File: config.mk
export PLATFORM = sky130hd
export DESIGN_NAME = lcm_cell
export DESIGN_NICKNAME = d
export VERILOG_FILES = /design/src/lcm_pkg.sv /design/src/lcm_cell.sv
export VERILOG_INCLUDE_DIRS = /design/src /design/src/src
export SDC_FILE = /design/constraint.sdc
export NUM_CORES = 1
export LEC_CHECK = 0
export BUFFER_PORTS_ARGS = -buffer_cell sky130_fd_sc_hd__buf_2
export CORE_MARGIN = 2
export CORE_UTILIZATION = 30
export CTS_CLUSTER_DIAMETER = 50
export DETAILED_ROUTE_END_ITERATION = 12
export GPL_TIMING_DRIVEN = 0
export PLACE_DENSITY = 0.53
export SYNTH_ARGS = -nofsm -noshare
export SYNTH_HDL_FRONTEND = slang
export SYNTH_SLANG_ARGS = --single-unit
File: constraint.sdc
create_clock -name pclk -period 2.3 [get_ports pclk]
set_input_delay 0 -clock pclk [delete_from_list [all_inputs] [get_ports pclk]]
set_output_delay 0 -clock pclk [all_outputs]
set_load 0.02 [all_outputs]
File: src/lcm_defines.svh
// Register map, field positions and reset values of the logic cell
`ifndef LCM_DEFINES_SVH
`define LCM_DEFINES_SVH
// ==========================================================
// Register offsets
`define LCM_OFF_CFG 12'h000
`define LCM_OFF_LUT 12'h004
`define LCM_OFF_STAT 12'h008
`define LCM_OFF_TRI 12'h00c
`define LCM_OFF_W 12
// ==========================================================
// Configuration fields
`define LCM_CFG_W 12
`define LCM_CFG_OP 1:0
`define LCM_CFG_AM 4:2
`define LCM_CFG_CSEL 5
`define LCM_CFG_PACK 6
`define LCM_CFG_LSEL 7
`define LCM_CFG_GSEL 8
`define LCM_CFG_CASC 9
`define LCM_CFG_CRST 10
`define LCM_CFG_CEN 11
// ==========================================================
// Lookup table and tri-state fields
`define LCM_LUT_W 16
`define LCM_TRI_W 16
`define LCM_TRI_DAT 8
// ==========================================================
// Status fields
`define LCM_STAT_Q 0
`define LCM_STAT_LUT 1
`define LCM_STAT_COUT 2
`define LCM_STAT_CASC 3
`define LCM_STAT_LOC 4
`define LCM_STAT_GLB 5
`define LCM_STAT_TRI 6
// ==========================================================
// Reset values
`define LCM_CFG_RST 12'h000
`define LCM_LUT_RST 16'h0000
`define LCM_TRI_RST 16'h0000
`define LCM_SYNC_RST 9'h100
`define LCM_RD_RST 32'h0000_0000
`endif

File: src/lcm_pkg.sv
// Mode types of the logic cell
package lcm_pkg;
  // ==========================================================
  // Operating modes
  typedef enum logic [1:0] {
    LCM_OP_NORMAL = 2'h0,
    LCM_OP_ARITH = 2'h1,
    LCM_OP_UPDN = 2'h2,
    LCM_OP_CLRCNT = 2'h3
  } lcm_op_t;
  // ==========================================================
  // Asynchronous clear and preset modes
  typedef enum logic [2:0] {
    LCM_AM_CLR = 3'h0,
    LCM_AM_PRE = 3'h1,
    LCM_AM_CLRPRE = 3'h2,
    LCM_AM_LDCLR = 3'h3,
    LCM_AM_LDPRE = 3'h4,
    LCM_AM_LOAD = 3'h5
  } lcm_am_t;
endpackage : lcm_pkg

File: src/lcm_cell.sv
// Configurable logic cell with APB configuration and status
// Summary of operation
// - Normal mode: four-input lookup, carry-in or input three selectable as one input.
// - Normal mode: lookup output may be ANDed with cascade-in to form cascade-out.
// - Local and global outputs each independently select register or lookup.
// - Packed: input four feeds register, lookup computes separate three-input function.
// - Packed register still obeys clock enable, clear and preset.
// - Arithmetic: two three-input lookups give sum and carry-out; cascade still usable.
// - Up/down counter: counter enable, clock enable, direction and load controls.
// - Counters: lookups give next count and fast carry; two-input mux loads data.
// - Counter register also loads asynchronously via clear and preset, no lookup used.
// - Clearable counter: synchronous clear replaces direction, taken from cascade input.
// - Clearable counter: load mux output ANDed with synchronous clear.
// - Emulated tri-state bus: contention reads low, no driver reads high.
// - Clear and preset are active low; unused ones held high.
// - Six asynchronous control modes: clear, preset, both, load+clear, load+preset, load.
// - First group control in load modes loads input three into the register.
// - Chip-wide reset overrides all controls; inverted registers end up preset.
// - Clear-only: either group control clears, preset inactive.
// - Preset-only: first control loads a tied-high input three.
// - Clear-and-preset: first control presets, second control clears.
// - Load-with-clear: first control loads via preset and clear, second only clears.
// - Load-with-preset: inverted storage; second control presets, first loads.
// - Clock enable in every mode; input one may serve as the enable.
//
// The register offsets and the APB interface to the registers were decided locally.
`timescale 1ns/1ns
`include "lcm_defines.svh"

module lcm_cell #(
  parameter int TRI_WIDTH = 4,
  parameter int ADDR_W = 12
) (
  input wire logic pclk,
  input wire logic presetn,
  input wire logic psel,
  input wire logic penable,
  input wire logic pwrite,
  input wire logic [ADDR_W-1:0] paddr,
  input wire logic [31:0] pwdata,
  output logic [31:0] prdata,
  output logic pready,
  output logic pslverr,
  input wire logic cell_input_one,
  input wire logic cell_input_two,
  input wire logic cell_input_three,
  input wire logic cell_input_four,
  input wire logic carry_in,
  input wire logic cascade_in,
  input wire logic group_control_first,
  input wire logic group_control_second,
  input wire logic chip_reset_n,
  output logic local_out,
  output logic global_out,
  output logic carry_out,
  output logic cascade_out,
  output lcm_pkg::lcm_op_t cell_mode
);
  import lcm_pkg::*;

  // ==========================================================
  // Elaboration checks
  generate
    // Enables and data share one register, so the data field bounds the width
    if (TRI_WIDTH < 1 || TRI_WIDTH > `LCM_TRI_DAT) begin : g_bad_tri
      $error("TRI_WIDTH must be 1 to 8");
    end
    if (`LCM_TRI_DAT + TRI_WIDTH > `LCM_TRI_W) begin : g_bad_tri_field
      $error("TRI_WIDTH overflows the bus register");
    end
    if (ADDR_W < `LCM_OFF_W) begin : g_bad_addr
      $error("ADDR_W must be at least 12");
    end
  endgenerate

  // ==========================================================
  // Pin synchronisers
  localparam int NSYNC = 9;
  logic [NSYNC-1:0] pin_raw;
  logic [NSYNC-1:0] sync1_reg;
  logic [NSYNC-1:0] sync2_reg;

  assign pin_raw = {chip_reset_n, group_control_second, group_control_first,
                    cascade_in, carry_in, cell_input_four, cell_input_three,
                    cell_input_two, cell_input_one};

  always_ff @(posedge pclk or negedge presetn) begin
    if (!presetn) begin
      sync1_reg <= `LCM_SYNC_RST;
      sync2_reg <= `LCM_SYNC_RST;
    end else begin
      sync1_reg <= pin_raw;
      sync2_reg <= sync1_reg;
    end
  end

  logic i1, i2, i3, i4, ci, cs, c1, c2, crn;
  // Only the second stage is read; the first may still be metastable
  assign {crn, c2, c1, cs, ci, i4, i3, i2, i1} = sync2_reg;

  // ==========================================================
  // Configuration state
  logic [`LCM_CFG_W-1:0] cfg_reg;
  logic [`LCM_LUT_W-1:0] lut_reg;
  logic [`LCM_TRI_W-1:0] tri_reg;
  lcm_op_t op;
  lcm_am_t am;
  logic csel, pack, lsel, gsel, casc_en, crst_en, cen_sel;

  assign op = lcm_op_t'(cfg_reg[`LCM_CFG_OP]);
  assign am = lcm_am_t'(cfg_reg[`LCM_CFG_AM]);
  assign csel = cfg_reg[`LCM_CFG_CSEL];
  assign pack = cfg_reg[`LCM_CFG_PACK];
  assign lsel = cfg_reg[`LCM_CFG_LSEL];
  assign gsel = cfg_reg[`LCM_CFG_GSEL];
  assign casc_en = cfg_reg[`LCM_CFG_CASC];
  assign crst_en = cfg_reg[`LCM_CFG_CRST];
  assign cen_sel = cfg_reg[`LCM_CFG_CEN];
  assign cell_mode = op;

  // ==========================================================
  // Lookup paths
  logic stor_reg;
  logic inv;
  logic q;
  logic lut_c;
  logic dir;
  logic [2:0] cidx;

  assign inv = (am == LCM_AM_LDPRE);
  assign q = stor_reg ^ inv;
  assign lut_c = csel ? ci : i3;
  // Up-only clearable counter has no direction bit
  assign dir = (op == LCM_OP_UPDN) ? cs : 1'b0;
  assign cidx = {ci & i4, dir, q};

  logic lut_o;
  logic cout;
  logic casc_o;
  logic dnext;
  logic ld_mux;

  always_comb begin
    lut_o = 1'b0;
    cout = 1'b0;
    dnext = 1'b0;
    ld_mux = 1'b0;
    casc_o = 1'b0;
    case (op)
      LCM_OP_NORMAL: begin
        if (pack) begin
          lut_o = lut_reg[{1'b0, lut_c, i2, i1}];
        end else begin
          lut_o = lut_reg[{i4, lut_c, i2, i1}];
        end
        casc_o = casc_en ? (lut_o & cs) : lut_o;
        dnext = pack ? i4 : casc_o;
      end
      LCM_OP_ARITH: begin
        lut_o = lut_reg[{1'b0, ci, i2, i1}];
        cout = lut_reg[{1'b1, ci, i2, i1}];
        casc_o = casc_en ? (lut_o & cs) : lut_o;
        dnext = casc_o;
      end
      LCM_OP_UPDN: begin
        lut_o = lut_reg[{1'b0, cidx}];
        cout = lut_reg[{1'b1, cidx}];
        ld_mux = i3 ? i2 : lut_o;
        casc_o = lut_o;
        dnext = ld_mux;
      end
      LCM_OP_CLRCNT: begin
        lut_o = lut_reg[{1'b0, cidx}];
        cout = lut_reg[{1'b1, cidx}];
        ld_mux = i3 ? i2 : lut_o;
        casc_o = lut_o;
        // Clear is active low at the AND gate
        dnext = ld_mux & cs;
      end
      default: begin
        lut_o = 1'b0;
      end
    endcase
  end

  // ==========================================================
  // Clear and preset control
  logic clr_n;
  logic pre_n;
  logic ld;
  logic crst;

  // Load data is inverted to match inverted storage
  assign ld = inv ? ~i3 : i3;
  // Chip reset is opt-in so an unused pin cannot wipe the cell
  assign crst = crst_en & ~crn;

  always_comb begin
    clr_n = 1'b1;
    pre_n = 1'b1;
    case (am)
      LCM_AM_CLR: begin
        clr_n = ~(c1 | c2);
      end
      LCM_AM_PRE: begin
        pre_n = ~c1;
      end
      LCM_AM_CLRPRE: begin
        pre_n = ~c1;
        clr_n = ~c2;
      end
      LCM_AM_LDCLR, LCM_AM_LDPRE: begin
        pre_n = ~(c1 & ld);
        clr_n = ~((c1 & ~ld) | c2);
      end
      LCM_AM_LOAD: begin
        pre_n = ~(c1 & ld);
        clr_n = ~(c1 & ~ld);
      end
      default: begin
        clr_n = 1'b1;
        pre_n = 1'b1;
      end
    endcase
  end

  // ==========================================================
  // Cell register
  logic ce;
  assign ce = cen_sel ? i1 : 1'b1;

  // Controls act from synchronised lines, so "asynchronous" load lags the pins
  // Clear beats preset, which the load modes rely on
  always_ff @(posedge pclk or negedge presetn) begin
    if (!presetn) begin
      stor_reg <= 1'b0;
    end else if (crst) begin
      stor_reg <= 1'b0;
    end else if (!clr_n) begin
      stor_reg <= 1'b0;
    end else if (!pre_n) begin
      stor_reg <= 1'b1;
    end else if (ce) begin
      stor_reg <= dnext ^ inv;
    end
  end

  // ==========================================================
  // Cell outputs
  always_ff @(posedge pclk or negedge presetn) begin
    if (!presetn) begin
      local_out <= 1'b0;
      global_out <= 1'b0;
    end else begin
      local_out <= lsel ? q : lut_o;
      global_out <= gsel ? q : lut_o;
    end
  end

  // Chains are registered too, so with the two sync stages a long chain costs three cycles per cell
  always_ff @(posedge pclk or negedge presetn) begin
    if (!presetn) begin
      carry_out <= 1'b0;
      cascade_out <= 1'b0;
    end else begin
      carry_out <= cout;
      cascade_out <= casc_o;
    end
  end

  // ==========================================================
  // Tri-state emulation
  logic [TRI_WIDTH-1:0] tri_en;
  logic [TRI_WIDTH-1:0] tri_dat;
  logic tri_bus;

  assign tri_en = tri_reg[TRI_WIDTH-1:0];
  assign tri_dat = tri_reg[`LCM_TRI_DAT +: TRI_WIDTH];

  // Contention resolves low instead of to an unknown mix
  always_comb begin
    if (tri_en == '0) begin
      tri_bus = 1'b1;
    end else if (!$onehot(tri_en)) begin
      tri_bus = 1'b0;
    end else begin
      tri_bus = |(tri_en & tri_dat);
    end
  end

  // ==========================================================
  // APB slave
  logic setup;
  logic acc;
  logic [`LCM_OFF_W-1:0] off;
  logic wr_en;
  logic hit;
  logic bad;
  logic [31:0] rd_mux;

  assign setup = psel & ~penable;
  assign acc = psel & penable & pready;
  assign off = paddr[`LCM_OFF_W-1:0];
  assign hit = (off == `LCM_OFF_CFG) || (off == `LCM_OFF_LUT) ||
               (off == `LCM_OFF_STAT) || (off == `LCM_OFF_TRI);
  // Status is read only; writing it is an error
  assign bad = ~hit | (pwrite & (off == `LCM_OFF_STAT)) |
               (ADDR_W > `LCM_OFF_W && (paddr >> `LCM_OFF_W) != '0);
  // Errored writes leave every register untouched
  assign wr_en = acc & pwrite & ~pslverr;

  // Status is a live view, seen through the pin synchronisers
  always_comb begin
    rd_mux = `LCM_RD_RST;
    case (off)
      `LCM_OFF_CFG: rd_mux[`LCM_CFG_W-1:0] = cfg_reg;
      `LCM_OFF_LUT: rd_mux[`LCM_LUT_W-1:0] = lut_reg;
      `LCM_OFF_TRI: rd_mux[`LCM_TRI_W-1:0] = tri_reg;
      `LCM_OFF_STAT: begin
        rd_mux[`LCM_STAT_Q] = q;
        rd_mux[`LCM_STAT_LUT] = lut_o;
        rd_mux[`LCM_STAT_COUT] = cout;
        rd_mux[`LCM_STAT_CASC] = casc_o;
        rd_mux[`LCM_STAT_LOC] = local_out;
        rd_mux[`LCM_STAT_GLB] = global_out;
        rd_mux[`LCM_STAT_TRI] = tri_bus;
      end
      default: rd_mux = `LCM_RD_RST;
    endcase
  end

  // One wait-free access phase: answer is prepared during setup
  always_ff @(posedge pclk or negedge presetn) begin
    if (!presetn) begin
      pready <= 1'b0;
      pslverr <= 1'b0;
    end else begin
      pready <= setup;
      pslverr <= setup & bad;
    end
  end

  // Read data holds until the next setup, for masters that sample late
  always_ff @(posedge pclk or negedge presetn) begin
    if (!presetn) begin
      prdata <= `LCM_RD_RST;
    end else if (setup) begin
      prdata <= (!pwrite && !bad) ? rd_mux : `LCM_RD_RST;
    end
  end

  // ==========================================================
  // Register writes
  always_ff @(posedge pclk or negedge presetn) begin
    if (!presetn) begin
      cfg_reg <= `LCM_CFG_RST;
    end else if (wr_en && off == `LCM_OFF_CFG) begin
      cfg_reg <= pwdata[`LCM_CFG_W-1:0];
    end
  end

  always_ff @(posedge pclk or negedge presetn) begin
    if (!presetn) begin
      lut_reg <= `LCM_LUT_RST;
    end else if (wr_en && off == `LCM_OFF_LUT) begin
      lut_reg <= pwdata[`LCM_LUT_W-1:0];
    end
  end

  always_ff @(posedge pclk or negedge presetn) begin
    if (!presetn) begin
      tri_reg <= `LCM_TRI_RST;
    end else if (wr_en && off == `LCM_OFF_TRI) begin
      tri_reg <= pwdata[`LCM_TRI_W-1:0];
    end
  end

endmodule : lcm_cell

==> results.ini <==
[critical_path]
cp_slowest_cell = fa_1
criticalPathCategory = flop to flop
worstPathCellList = inv_2, fa_1, inv_2, ha_4, ha_4, nor2_2, a32o_2, mux4_2, a22o_1
slowest_delay_ps = 550
r2r_slack_ps = -150
cp-end-kind = flop
start_kind = flop
rr_worst_depth = 9
path_max_fanout = 2
reg2reg_to = prdata[6]
worstPathRequired_ps = 2540
critPathArrivalTime_ps = 2690
rr_startpoint = tri_reg[3]
crit_end = prdata[6]
worstSetupStartpoint = tri_reg[3]

[final_layout]
antenna_cells = 0
final_area_sq_um = 5580
multiInputGateArea_sq_um = 1910
regArea_sq_um = 2130
drive_gt1_share_pct = 40.0
syn_to_final_growth_pct = 31.3
n_fill_cell = 1341
layout.nets = 527

[synthesis]
yosysMostFrequentCell = dfrtp_1
avgSynthCellArea_sq_um = 12.6
synthFlopType = dfrtp_1
ys_ff_latch = 85
ys_types = 54
synth_edf_count = 0
async_flop_share_pct = 100
synth_top_area_share_pct = 48.9
synth_area_sq_um = 4250
synthTopCellsByCount = 83 x dfrtp_1, 33 x mux2_2, 28 x nand2_1
synth_area_leader_cell = dfrtp_1
yosysWarnings = 0
synthTopCellsByArea = dfrtp_1 49%, mux2_2 8.8%, mux2i_1 5.9%, mux4_2 5.3%, buf_4 3.2%
ys_seq_area_share_pct = 50.1
netlist_instances = 336

[global_route]
grt_max_degree = 53
track_usage_pct = 14.9
grt_antenna_before_repair = 0
first_global_vias = 2944
grt_pass1_wl_um = 16400
grt_overflow = 0

[timing]
grt_setup_unrepaired = true
drv_slew = 0
fin_skew_ps = 8.39
max_freq_mhz = 408
final.setup.worst_slack_ps = -153
fin_crit_sh_pct = 107
min_period_ps = 2450
slew_headroom_pct = 53.2
tightestPinTransition_ps = 702
final-hold-violation-count = 0
finalSetupViolCount = 1

[clocking]
cts-root-buf = clkbuf_16
htreeDepth = 3
clock_sinks = 85
clk_pin_slew_ps = 60
cts_tree = yes
clock_path_buffers = 2
cts_buffers = 9
insertion_delay_ps = 340

[detailed_routing]
routed_wl_um = 10700
dr.pass1.iters = 5
top_layer_used = met4
drtIter0Drc = 124
vias = 3054
wl_met3_um = 756
via_per_inst = 4.70
drc = 0
ant_nets = 0
wl_met1_um = 4810
wl_per_cell_um = 16.5
wl_met2_um = 4910

[placed_design]
globalplace.congestion = 0.878
dp_hpwl_um = 8000
dpl-instance-area_sq_um = 4890
portBuffers = 65

[hold_path]
min-delay-path-class = primary input to flop

[outcome]
status = finished with violations
violations = negative setup slack

[power]
total_power_w = 0.00321
powerDensity_nw_per_um2 = 576
p_leak_nw = 2.76
vdd_drop_max_mv = 0.419

[floorplanning]
dieArea_sq_um = 15100
start_util_pct = 30.7
placeableCoreArea_sq_um = 13800
pin_count = 98
die_w_um = 123
rows = 43
die_h_um = 123

[run]
maxCapViolations = 0

[metal layers]
metal	vias up	track usage, %
met5	-	0
met4	0	6.18
li1	1434	-
met2	103	23.1
met3	13	3.55
met1	1504	20.0
[report_power, final]
part	leakage [nW]	switching (W)	total, W	internal [W]
registers	1.12	0.00000934	0.00152	0.00152
logic	1.50	0.000126	0.000240	0.000114
clock network	0.143	0.000578	0.00145	0.000868
total	2.76	0.000714	0.00321	0.00250
[stage by stage]
step | TNS, ps | worst slack, ps | utilization (%) | hold WS (ps) | std cells
after floorplan | -62.9 | -62.9 | - | -296 | 351
after CTS | -179 | -179 | 39.8 | 55.1 | 645
after global routing | -218 | -218 | 40.3 | 129 | 650
after detailed placement | -371 | -271 | 35.3 | -14.5 | 597
final | -153 | -153 | 40.3 | 74.3 | 650
after global placement | -249 | -199 | 35.1 | 109 | 596
[layout make-up]
type	instances	area share [%]
well taps	180	4.04
flip-flops and latches	85	38.2
repair buffers	104	12.9
inverters	12	0.808
plain buffers	33	4.44
clock buffers	12	4.42
multi-input cells	220	34.3
clock inverters	4	0.852
[what timing repair did]
item,4_1_cts,5_1_grt
gates cloned,0,0
buffers inserted,5,6
hold endpoints to repair,87,0
gates resized for setup,1,10
pin swaps,0,2
endpoints found under the setup margin,3,3
hold buffers,27,0
[worst min-delay path by stage]
stage | cells past startpoint | startpoint | to | slack (ps)
final | 5 | paddr[11] | pslverr | 70
after global routing | 5 | paddr[5] | pslverr | 130
after CTS | 5 | paddr[11] | pslverr | 60
after detailed placement | 1 | presetn | cascade_out | -10
after global placement | 1 | cell_input_two | sync1_reg[1] | 110
after floorplan | 0 | presetn | carry_out | -300
[logic make-up after synthesis]
logic type               after synthesis  synth area share, %
XOR/XNOR                               2                0.855
AO/OA/AOI/OAI                         50                 8.57
AND/OR/NAND/NOR                       68                 8.16
other                                  1               0.0883
adder cells (fa/ha/maj)                4                 1.36
multiplexers                          80                 23.8
flip-flops                            85                 50.1
buffers and inverters                 46                 7.01
[cell usage in the layout, fill, tap and decap left out, types with 9 or more instances in the layout]
cell	netlist	layout
conb_1	1	16
mux2_2	33	33
mux4_2	10	10
mux2_1	10	10
mux2i_1	25	25
o21ai_0	11	11
nand2_1	28	28
dfrtp_1	83	80
a22o_1	10	10
buf_2	4	67
dlygate4sd3_1	0	27
nor2_1	11	10
clkbuf_16	0	9
buf_4	18	29
[worst max-delay path, delay by kind of cell (launching register included)]
kind            cells  cell delay [ps]
simple gates        1               30
fa+ha+maj           3              950
compound gates      2              430
flops               1              360
mux                 1              480
buf+inv             2              100
Note: power is estimated with default switching activity, not from simulation.
